### src/op_pkg.sv
/*
 Shared constants and types for the increment/OR/return execution block.
 Assumes a single core clock and a synchronous active-high reset.
*/
`default_nettype none
package op_pkg;
   localparam int DATA_W = 8;
   localparam int ADDR_W = 7;
   localparam int PC_W = 13;
   localparam int OPC_W = 3;
   localparam int DEST_TO_ACC = 0;
   localparam int INT_EN_BIT = 7;
   localparam int RET_CYCLES = 2;
   localparam int SINGLE_CYCLES = 1;
   localparam logic [7:0] ACC_RESET = 8'h00;
   localparam logic [7:0] ICR_RESET = 8'h00;
   typedef enum logic [2:0] {
      OP_NONE = 3'h0,
      OP_ADD_ONE = 3'h1,
      OP_OR_ACC = 3'h2,
      OP_RET_INT = 3'h3,
      OP_RET_LIT = 3'h4,
      OP_RET_SUB = 3'h5
   } opcode_e;
   typedef enum logic [1:0] {
      ST_IDLE = 2'b00,
      ST_RET2 = 2'b01
   } exec_state_e;
endpackage
`default_nettype wire

### src/alu_unit.sv
/*
 Combinational ALU: add-one and inclusive OR with zero detect.
 Assumes operands are stable for the cycle in which they are used.
*/
`default_nettype none
module alu_unit
   import op_pkg::*;
#(
   parameter int WIDTH = 8
) (
   input wire logic inc_sel_in,
   input wire logic [WIDTH-1:0] file_in,
   input wire logic [WIDTH-1:0] acc_in,
   output logic [WIDTH-1:0] result_out,
   output logic zero_out
);
   always_comb begin
      if (inc_sel_in) begin
         result_out = WIDTH'(file_in + 1'b1);
      end else begin
         result_out = acc_in | file_in;
      end
      zero_out = (result_out == '0);
   end
endmodule // alu_unit
`default_nettype wire

### src/op_exec.sv
/*
 Execution of add-one-to-file, or-accumulator-with-file and the three returns.
 Assumes the fetch side presents one decoded op per cycle with OP_VALID_IN,
 holds no new op while BUSY_OUT is high, and the file/stack data are combinational
 reads of FILE_ADDR_IN and of the stack top entry.
*/
`default_nettype none
module op_exec
   import op_pkg::*;
#(
   parameter int DW = DATA_W,
   parameter int AW = ADDR_W,
   parameter int PW = PC_W
) (
   input wire logic CORE_CLK_IN,
   input wire logic RESET_IN,
   input wire logic OP_VALID_IN,
   input wire logic [OPC_W-1:0] OPCODE_IN,
   input wire logic [AW-1:0] FILE_ADDR_IN,
   input wire logic DEST_SEL_IN,
   input wire logic [DW-1:0] LITERAL_IN,
   input wire logic [DW-1:0] FILE_DATA_IN,
   input wire logic [PW-1:0] STACK_TOP_ENTRY_IN,
   output logic [DW-1:0] ACC_OUT,
   output logic ZERO_FLAG_OUT,
   output logic [DW-1:0] INTERRUPT_CONTROL_REGISTER_OUT,
   output logic GLOBAL_INTERRUPT_ENABLE_OUT,
   output logic FILE_WR_OUT,
   output logic [AW-1:0] FILE_WR_ADDR_OUT,
   output logic [DW-1:0] FILE_WR_DATA_OUT,
   output logic STACK_POP_OUT,
   output logic PC_LOAD_OUT,
   output logic [PW-1:0] PC_VALUE_OUT,
   output logic BUSY_OUT,
   output logic DONE_OUT
);
   typedef struct packed {
      exec_state_e state;
      logic [DW-1:0] acc;
      logic zero;
      logic [DW-1:0] icr;
      logic file_wr;
      logic [AW-1:0] file_addr;
      logic [DW-1:0] file_data;
      logic pop;
      logic pc_load;
      logic [PW-1:0] pc;
      logic done;
      logic busy;
   } exec_s;

   exec_s state_ff;
   exec_s nxt_state;
   logic [DW-1:0] alu_result;
   logic alu_zero;
   logic is_ret;

   alu_unit #(.WIDTH(DW)) u_alu (
      .inc_sel_in(OPCODE_IN == OP_ADD_ONE),
      .file_in(FILE_DATA_IN),
      .acc_in(state_ff.acc),
      .result_out(alu_result),
      .zero_out(alu_zero)
   );

   function automatic logic op_is_return(input logic [OPC_W-1:0] op);
      op_is_return = (op == OP_RET_INT) || (op == OP_RET_LIT) || (op == OP_RET_SUB);
   endfunction

   assign is_ret = op_is_return(OPCODE_IN);

   always_comb begin
      nxt_state = state_ff;
      nxt_state.file_wr = 1'b0;
      nxt_state.pop = 1'b0;
      nxt_state.pc_load = 1'b0;
      nxt_state.done = 1'b0;
      nxt_state.busy = 1'b0;
      unique case (state_ff.state)
         ST_IDLE: begin
            if (OP_VALID_IN) begin
               if (OPCODE_IN == OP_ADD_ONE || OPCODE_IN == OP_OR_ACC) begin
                  nxt_state.zero = alu_zero;
                  nxt_state.done = 1'b1;
                  if (DEST_SEL_IN == 1'(DEST_TO_ACC)) begin
                     nxt_state.acc = alu_result;
                  end else begin
                     nxt_state.file_wr = 1'b1;
                     nxt_state.file_addr = FILE_ADDR_IN;
                     nxt_state.file_data = alu_result;
                  end
               end else if (is_ret) begin
                  // first cycle pops and loads; second cycle is the flushed slot
                  nxt_state.pop = 1'b1;
                  nxt_state.pc_load = 1'b1;
                  nxt_state.pc = STACK_TOP_ENTRY_IN;
                  nxt_state.state = ST_RET2;
                  // registered stall, so fetch sees a clean flop output
                  nxt_state.busy = 1'b1;
                  if (OPCODE_IN == OP_RET_INT) begin
                     nxt_state.icr[INT_EN_BIT] = 1'b1;
                  end
                  if (OPCODE_IN == OP_RET_LIT) begin
                     nxt_state.acc = LITERAL_IN;
                  end
               end
            end
         end
         ST_RET2: begin
            // slot of the discarded prefetch; nothing else moves
            nxt_state.state = ST_IDLE;
            nxt_state.done = 1'b1;
         end
         default: nxt_state.state = ST_IDLE;
      endcase
   end

   always_ff @(posedge CORE_CLK_IN) begin
      if (RESET_IN) begin
         state_ff <= '{state: ST_IDLE, acc: ACC_RESET, zero: 1'b0, icr: ICR_RESET,
                       file_wr: 1'b0, file_addr: '0, file_data: '0, pop: 1'b0,
                       pc_load: 1'b0, pc: '0, done: 1'b0, busy: 1'b0};
      end else begin
         state_ff <= nxt_state;
      end
   end

   assign ACC_OUT = state_ff.acc;
   assign ZERO_FLAG_OUT = state_ff.zero;
   assign INTERRUPT_CONTROL_REGISTER_OUT = state_ff.icr;
   assign GLOBAL_INTERRUPT_ENABLE_OUT = state_ff.icr[INT_EN_BIT];
   assign FILE_WR_OUT = state_ff.file_wr;
   assign FILE_WR_ADDR_OUT = state_ff.file_addr;
   assign FILE_WR_DATA_OUT = state_ff.file_data;
   assign STACK_POP_OUT = state_ff.pop;
   assign PC_LOAD_OUT = state_ff.pc_load;
   assign PC_VALUE_OUT = state_ff.pc;
   assign BUSY_OUT = state_ff.busy;
   assign DONE_OUT = state_ff.done;

   logic idle_take;
   assign idle_take = OP_VALID_IN && !BUSY_OUT;

   // op checks below look one edge after the op is taken; a_retint_enable and a_retsub_two also look at done one edge later
   a_inc_result: assert property (@(posedge CORE_CLK_IN) disable iff (RESET_IN)
      idle_take && OPCODE_IN == OP_ADD_ONE && DEST_SEL_IN
      |=> FILE_WR_OUT && FILE_WR_DATA_OUT == DW'($past(FILE_DATA_IN) + 1'b1))
      else $error("add-one result wrong");
   a_inc_acc: assert property (@(posedge CORE_CLK_IN) disable iff (RESET_IN)
      idle_take && OPCODE_IN == OP_ADD_ONE && !DEST_SEL_IN
      |=> ACC_OUT == DW'($past(FILE_DATA_IN) + 1'b1) && !FILE_WR_OUT)
      else $error("add-one to accumulator wrong");
   a_or_result: assert property (@(posedge CORE_CLK_IN) disable iff (RESET_IN)
      idle_take && OPCODE_IN == OP_OR_ACC && !DEST_SEL_IN
      |=> ACC_OUT == ($past(ACC_OUT) | $past(FILE_DATA_IN)) && !FILE_WR_OUT)
      else $error("or result wrong");
   a_or_file: assert property (@(posedge CORE_CLK_IN) disable iff (RESET_IN)
      idle_take && OPCODE_IN == OP_OR_ACC && DEST_SEL_IN
      |=> FILE_WR_OUT && FILE_WR_DATA_OUT == ($past(ACC_OUT) | $past(FILE_DATA_IN))
          && $stable(ACC_OUT))
      else $error("or to file wrong");
   a_zero_flag: assert property (@(posedge CORE_CLK_IN) disable iff (RESET_IN)
      idle_take && (OPCODE_IN == OP_ADD_ONE || OPCODE_IN == OP_OR_ACC)
      |=> ZERO_FLAG_OUT == $past(alu_zero))
      else $error("zero flag wrong");
   a_dest_file: assert property (@(posedge CORE_CLK_IN) disable iff (RESET_IN)
      idle_take && OPCODE_IN == OP_ADD_ONE && DEST_SEL_IN
      |=> $stable(ACC_OUT) && FILE_WR_ADDR_OUT == $past(FILE_ADDR_IN))
      else $error("destination select wrong");
   a_retint_enable: assert property (@(posedge CORE_CLK_IN) disable iff (RESET_IN)
      idle_take && OPCODE_IN == OP_RET_INT
      |=> GLOBAL_INTERRUPT_ENABLE_OUT && STACK_POP_OUT && PC_LOAD_OUT ##1 DONE_OUT)
      else $error("interrupt return wrong");
   // nothing in this block clears the enable bit, only reset does
   a_enable_sticky: assert property (@(posedge CORE_CLK_IN) disable iff (RESET_IN)
      GLOBAL_INTERRUPT_ENABLE_OUT |=> GLOBAL_INTERRUPT_ENABLE_OUT)
      else $error("interrupt enable dropped");
   a_retlit_acc: assert property (@(posedge CORE_CLK_IN) disable iff (RESET_IN)
      idle_take && OPCODE_IN == OP_RET_LIT
      |=> ACC_OUT == $past(LITERAL_IN) && $stable(ZERO_FLAG_OUT)
          && PC_VALUE_OUT == $past(STACK_TOP_ENTRY_IN))
      else $error("literal return wrong");
   a_retsub_two: assert property (@(posedge CORE_CLK_IN) disable iff (RESET_IN)
      idle_take && OPCODE_IN == OP_RET_SUB
      |=> BUSY_OUT && !DONE_OUT && $stable(ZERO_FLAG_OUT) ##1 DONE_OUT && !BUSY_OUT)
      else $error("subroutine return timing wrong");
   a_retsub_pc: assert property (@(posedge CORE_CLK_IN) disable iff (RESET_IN)
      idle_take && OPCODE_IN == OP_RET_SUB
      |=> STACK_POP_OUT && PC_LOAD_OUT && PC_VALUE_OUT == $past(STACK_TOP_ENTRY_IN))
      else $error("subroutine return target wrong");
   a_pop_pulse: assert property (@(posedge CORE_CLK_IN) disable iff (RESET_IN)
      STACK_POP_OUT |-> BUSY_OUT && PC_LOAD_OUT ##1 !STACK_POP_OUT && DONE_OUT)
      else $error("stack pop not a single pulse");
   a_ret_no_write: assert property (@(posedge CORE_CLK_IN) disable iff (RESET_IN)
      idle_take && is_ret |=> !FILE_WR_OUT && !DONE_OUT)
      else $error("return wrote a file register");
   // an op offered in the second return cycle is dropped, not queued
   a_busy_refuse: assert property (@(posedge CORE_CLK_IN) disable iff (RESET_IN)
      BUSY_OUT && OP_VALID_IN |=> !FILE_WR_OUT && !STACK_POP_OUT && !PC_LOAD_OUT)
      else $error("op taken while busy");
   a_single_cycle: assert property (@(posedge CORE_CLK_IN) disable iff (RESET_IN)
      idle_take && OPCODE_IN == OP_OR_ACC |=> DONE_OUT && !BUSY_OUT)
      else $error("single-cycle op not done");

   c_inc_zero: cover property (@(posedge CORE_CLK_IN) disable iff (RESET_IN)
      idle_take && OPCODE_IN == OP_ADD_ONE ##1 ZERO_FLAG_OUT);
   c_ret_int: cover property (@(posedge CORE_CLK_IN) disable iff (RESET_IN)
      idle_take && OPCODE_IN == OP_RET_INT ##2 DONE_OUT);
   c_ret_lit: cover property (@(posedge CORE_CLK_IN) disable iff (RESET_IN)
      idle_take && OPCODE_IN == OP_RET_LIT);
   c_ret_sub: cover property (@(posedge CORE_CLK_IN) disable iff (RESET_IN)
      idle_take && OPCODE_IN == OP_RET_SUB ##2 DONE_OUT);
   c_or_file: cover property (@(posedge CORE_CLK_IN) disable iff (RESET_IN)
      idle_take && OPCODE_IN == OP_OR_ACC && DEST_SEL_IN ##1 FILE_WR_OUT);
endmodule // op_exec
`default_nettype wire

### config.mk
export PLATFORM = sky130hd
export DESIGN_NAME = op_exec
export DESIGN_NICKNAME = d
export VERILOG_FILES = /design/src/op_pkg.sv /design/src/alu_unit.sv /design/src/op_exec.sv
export SDC_FILE = /design/constraint.sdc
export NUM_CORES = 1
export LEC_CHECK = 0
export BUFFER_PORTS_ARGS = -buffer_cell sky130_fd_sc_hd__buf_2
export CORE_AREA = 2 2 99 101
export DETAILED_ROUTE_END_ITERATION = 8
export DIE_AREA = 0 0 101 103
export GPL_ROUTABILITY_DRIVEN = 1
export PLACE_DENSITY = 0.45
export RECOVER_POWER = 25
export SYNTH_ARGS = -nofsm -noshare
export SYNTH_HDL_FRONTEND = slang
export SYNTH_HIERARCHICAL = 1
export SYNTH_SLANG_ARGS = --single-unit
### constraint.sdc
create_clock -name CORE_CLK_IN -period 3.9 [get_ports CORE_CLK_IN]
set_input_delay 0.585 -clock CORE_CLK_IN [delete_from_list [all_inputs] [get_ports CORE_CLK_IN]]
set_output_delay 0.585 -clock CORE_CLK_IN [all_outputs]
set_load 0.1 [all_outputs]
==> Yosys cells after proc, flatten, opt, wreduce, memory -nomap -nowiden <==
Index checks and enable logic that the tools add are counted.
{ "op_classes": {"add_sub_neg": 1, "eq_ne": 6, "mux": 12, "bitwise_logic": 4, "n_reduce_logical": 16} }
{ "op_table": {"columns": ["operator", "n"], "rows": [
  ["two-way mux 8 bit", 5],
  ["two-way mux 16 bit", 1],
  ["two-way mux 15 bit", 1],
  ["AND reduction 5 bit", 2],
  ["adder 8 x 1 -> 8 bit, second input constant", 1],
  ["zero test 8 bit", 1],
  ["OR 8 bit", 1],
  ["AND reduction 4 bit", 2],
  ["OR reduction 4 bit", 2],
  ["== test 3 x 2 -> 1 bit, second input constant", 2],
  ["== test 3 bit, second input constant", 2],
  ["AND reduction 3 bit", 2],
  ["nonzero test 2 bit", 2],
  ["== test 3 x 1 -> 1 bit, second input constant", 1],
  ["logical OR 1 bit", 3],
  ["two-way mux 1 bit", 3],
  ["inverter 1 bit", 3],
  ["zero test 2 bit", 1],
  ["two-way mux 2 bit", 1],
  ["!= test 2 bit, second input constant", 1],
  ["case mux 1 bit (2 select lines)", 1],
  ["OR reduction 2 bit", 1]
]} }
{ "word_totals": {"ff_bits": 44, "out_inout_bits": 51, "elab_cells": 51} }

==> Logic depth before layout (Yosys ltp) <==
{ "depth": {"word_depth": 7, "ltp_mapped": 8, "mapped_depth_nobuf": 7} }

==> Hierarchy <==
Netlist, hierarchy kept.
{ "modules_own_cells": {"columns": ["module", "instances", "cells_per_inst", "area_per_inst_um2"], "rows": [
  ["op_exec", 1, 211, 1998.2],
  ["alu_unit", 1, 38, 267.8]
]} }

==> Worst setup path after synthesis <==
OpenSTA, ideal clock, no wires.
{ "synth_path": {"path_kind": "input-to-reg", "from": "input OPCODE_IN[2]", "to": "register state_ff (netlist bit ZERO_FLAG_OUT)", "t_arrival_ns": 2.160, "path_slack_ns": 1.669, "stages": 8, "path_buffers": 1, "cell_sequence": "nor3b_1 buf_6 inv_4 a221o_1 a222oi_1 nor4b_2 nand3_1 a21oi_1"} }
{ "synth_between": {"elab_chain_cells": 3, "word_cells_on_any_way": 6} }
{ "synth_rtl": {"columns": ["item", "line_no", "rtl"], "rows": [
  ["start: declaration", "op_exec.sv:18", "input wire logic [OPC_W-1:0] OPCODE_IN,"],
  ["== test 3 x 1 -> 1 bit", "op_exec.sv:59", ".inc_sel_in(OPCODE_IN == OP_ADD_ONE),"],
  ["two-way mux 8 bit", "alu_unit.sv:18", "if (inc_sel_in) begin"],
  ["zero test 8 bit", "alu_unit.sv:23", "zero_out = (result_out == '0);"],
  ["via alu_zero", "op_exec.sv:55", "logic alu_zero;"],
  ["end signal: assignment", "op_exec.sv:120", "state_ff <= '{state: ST_IDLE, acc: ACC_RESET, zero: 1'b0, icr: ICR_RESET,"],
  ["end signal: assignment", "op_exec.sv:124", "state_ff <= nxt_state;"],
  ["end: declaration", "op_exec.sv:52", "exec_s state_ff;"]
]} }
The timed path passes the listed nets, and every way through them passes these cells.
A chain may end at the register's enable or synchronous reset.

==> Worst setup path after layout <==
Same ends and word-level chain as after synthesis.

==> impl_results.md <==
* Netlist cell types at 44
* CP required at 4.11 ns
* Final setup viols at 0
* Synthesized area at 0.00227 mm2
* Period utilization at 58.4%
* Post-Synthesis Cells at 249
* Seq. cell area at 841 um2
* GRT Residual Overflow at 0
* FILL cells at 1021
* Combinational Power Share at 26.4%
* GRT Total Usage at 9.71%
* RSZ-0062 raised after global routing: false
* DP HPWL at 3890 um
* Layout cells sized above 1 at 30.8%
* Post-CTS Setup Bufs at 0
* Num ports at 94
* Core ar. at 0.00946 mm2
* Die area at 0.0104 mm2
* Sequential area share after synthesis at 37.1%
* # Max-Cap Violations at 1
* Slew Limit Fails at 43
* Global-route wire length before repair at 7840 um
* Synth top area cells: dfxtp_1 37%, buf_4 15%, mux2i_1 13%
* Number of diodes at 0
* Antenna violations before repair at 0
* H-tree depth at 2
* Worst-path clk slew at 0.09 ns
* Sw Share at 37.0%
* Synth warn at 6
* Clock power frac at 32.4%
* TritonCTS Sinks at 42
* Post-cts sizing count at 0
* DRT antenna net count at 0
* Initial Util at 24.0%
* Die H at 103 um
* CTS buffer count at 5
* Critical Path Source Type: input port
* Site Rows at 36
* FMAX at 0.439 GHz
* Peak fanout along the critical path at 13
* Crit Path Category: in2reg
* Commonest cells in the netlist: 46 x buf_4, 42 x dfxtp_1, 37 x nor2_1, 30 x mux2i_1, 18 x nand2_1
* Worst Hold Class: reg2reg
* Largest area contributor in the netlist: dfxtp_1
* Worst-margin pin slew at 1.97 ns
* PD cells at 436 mW/mm2
* Area Growth Syn to Fin at 12.2%
* P_leak at 0.00106 uW
* Status: complete, but fails checks
* Maximum VDD drop at 0.139 mV
* Max-slew headroom at -31.5%
* Hold Buf Count CTS at 0
* Via count at 1697
* Failing checks: capacitance limit, slew limit
* Most common cell in the netlist: buf_4
* Multi-input gate area at 0.00102 mm2
* NetSw at 411 uW
* Gpl congestion at 0.839
* Final min period at 2.28 ns
* CP Capture Type: flip-flop
* Routed vias/inst at 4.18
* Root Buffer: clkbuf_8
* CTS Buffer Depth at 2
* Clock skew at 0.0105 ns
* Pre-Repair DR Iteration Count at 5
* DR WL/cell at 12.7 um
* Synth top area share at 37.1%
* Later-pin clock latency in the skew report at 0.30 ns
* Internal Power at 699 uW
* Flop pwr share at 41.2%
* Post-synth EDFFs at 0
* Avg Cell Area, Syn at 9.10 um2
* Die width at 101 um
* Routed WL at 5140 um
* Number of global-route vias before repair at 1538
* Drt drc at 0
* Setup TNS at 0 ns
* Ys flop type: dfxtp_1
* Asr flop ratio synth at 0%
* Fin nets at 335
* CTS tree: done
* Final Hold Viols at 0
* Port Buf Inserts at 86
* Post-layout util at 26.9%
* Worst endpoint data arrival time at 2.49 ns
* Largest net degree at the start of global routing at 43
* Register bit total from synthesis at 42
* DR iter-0 viols at 41
[per-stage QoR]
step | total power (uW) | std cells | setup WS, ns | instance area [um2] | hold WS [ns]
4_1_cts | 1130 | 406 | 1.66 | 2570 | 0.501
6_report | 1110 | 406 | 1.62 | 2540 | 0.496
3_3_place_gp | 763 | 398 | 1.36 | 2450 | 0.468
3_5_place_dp | 764 | 398 | 1.35 | 2450 | 0.477
5_1_grt | 1160 | 406 | 1.51 | 2540 | 0.510
2_1_floorplan | 733 | 255 | 1.67 | 2290 | 0.462
[flip-flops by register name, indices dropped and copies added (netlist names)]
register                        flops
PC_VALUE_OUT                       13
ACC_OUT                             8
FILE_WR_DATA_OUT                    8
FILE_WR_ADDR_OUT                    7
DONE_OUT                            1
FILE_WR_OUT                         1
INTERRUPT_CONTROL_REGISTER_OUT      1
STACK_POP_OUT                       1
ZERO_FLAG_OUT                       1
state_ff                            1
[routing by layer]
layer	share of wire, %	GRT usage, %	vias to the layer above
met5	0	0	-
met1	45	12.3	754
met4	1.7	3.74	0
li1	-	-	873
met2	44	15.1	63
met3	8.8	3.66	7
[layout by cell type, fill, tap and decap left out, types with 2 or more instances in the layout]
cell,instances
nand2b_1,2
mux2i_1,30
nor2b_1,4
inv_1,2
nand2_1,18
a311oi_2,2
or2_2,2
clkinvlp_4,2
and2_1,3
nand4_1,2
nor3_1,3
clkbuf_8,5
dfxtp_1,42
nor2_2,2
a311oi_1,6
o21a_1,2
nand3_1,5
nor2_1,37
buf_2,66
a21oi_1,7
clkbuf_1,20
conb_1,7
[critical path, cell delays in order]
cell and delay (ns):
buf_2 0.15, nor3b_1 0.28, buf_4 0.25, and4_1 0.30, nand3_1 0.13, a222oi_1 0.33, nor4b_2 0.23, nand3_1 0.09
a21oi_1 0.14
[kinds of logic (layout without fill, tap and decap cells)]
kind of cell    after synthesis  in the layout  synth area share, %
fa+ha+maj                     1              1                0.552
flops                        42             42                 37.1
mux                          31             31                 13.7
other cells                   1              7                0.165
simple gates                 89             89                 20.0
compound gates               23             23                 8.72
buf+inv                      61             98                 18.9
xor+xnor                      1              1                0.718
[power by group through the flow]
stage               clock, uW  combinational [uW]  sequential [uW]
finish                    360                 293              457
global route              396                 310              459
CTS                       377                 298              457
detailed placement          0                 297              467
global placement            0                 296              467
floorplan                   0                 258              475
[path summary, 6_finish.rpt]
kind	endpoint	slack [ns]	depth (start not counted)	from
setup / recovery	ZERO_FLAG_OUT$_SDFFE_PP0P_	1.62	9	OPCODE_IN[2]
hold / removal	FILE_WR_ADDR_OUT[3]$_SDFFE_PP0P_	0.50	2	FILE_WR_ADDR_OUT[3]$_SDFFE_PP0P_
setup reg to reg	PC_VALUE_OUT[12]$_SDFFE_PP0P_	2.03	4	state_ff[50]$_SDFFE_PP0P_
hold reg to reg	FILE_WR_ADDR_OUT[3]$_SDFFE_PP0P_	0.50	2	FILE_WR_ADDR_OUT[3]$_SDFFE_PP0P_
[final cells by class]
| type | instances | share of cell area, % |
|---|---|---|
| tap | 114 | 5.61 |
| clock buffer | 5 | 2.71 |
| inverter | 3 | 0.541 |
| clock inverter | 3 | 1.77 |
| multi-input combinational | 152 | 40.1 |
| timing repair buffer | 87 | 16.2 |
| sequential | 42 | 33.1 |
Note: power is estimated with default switching activity, not from simulation.
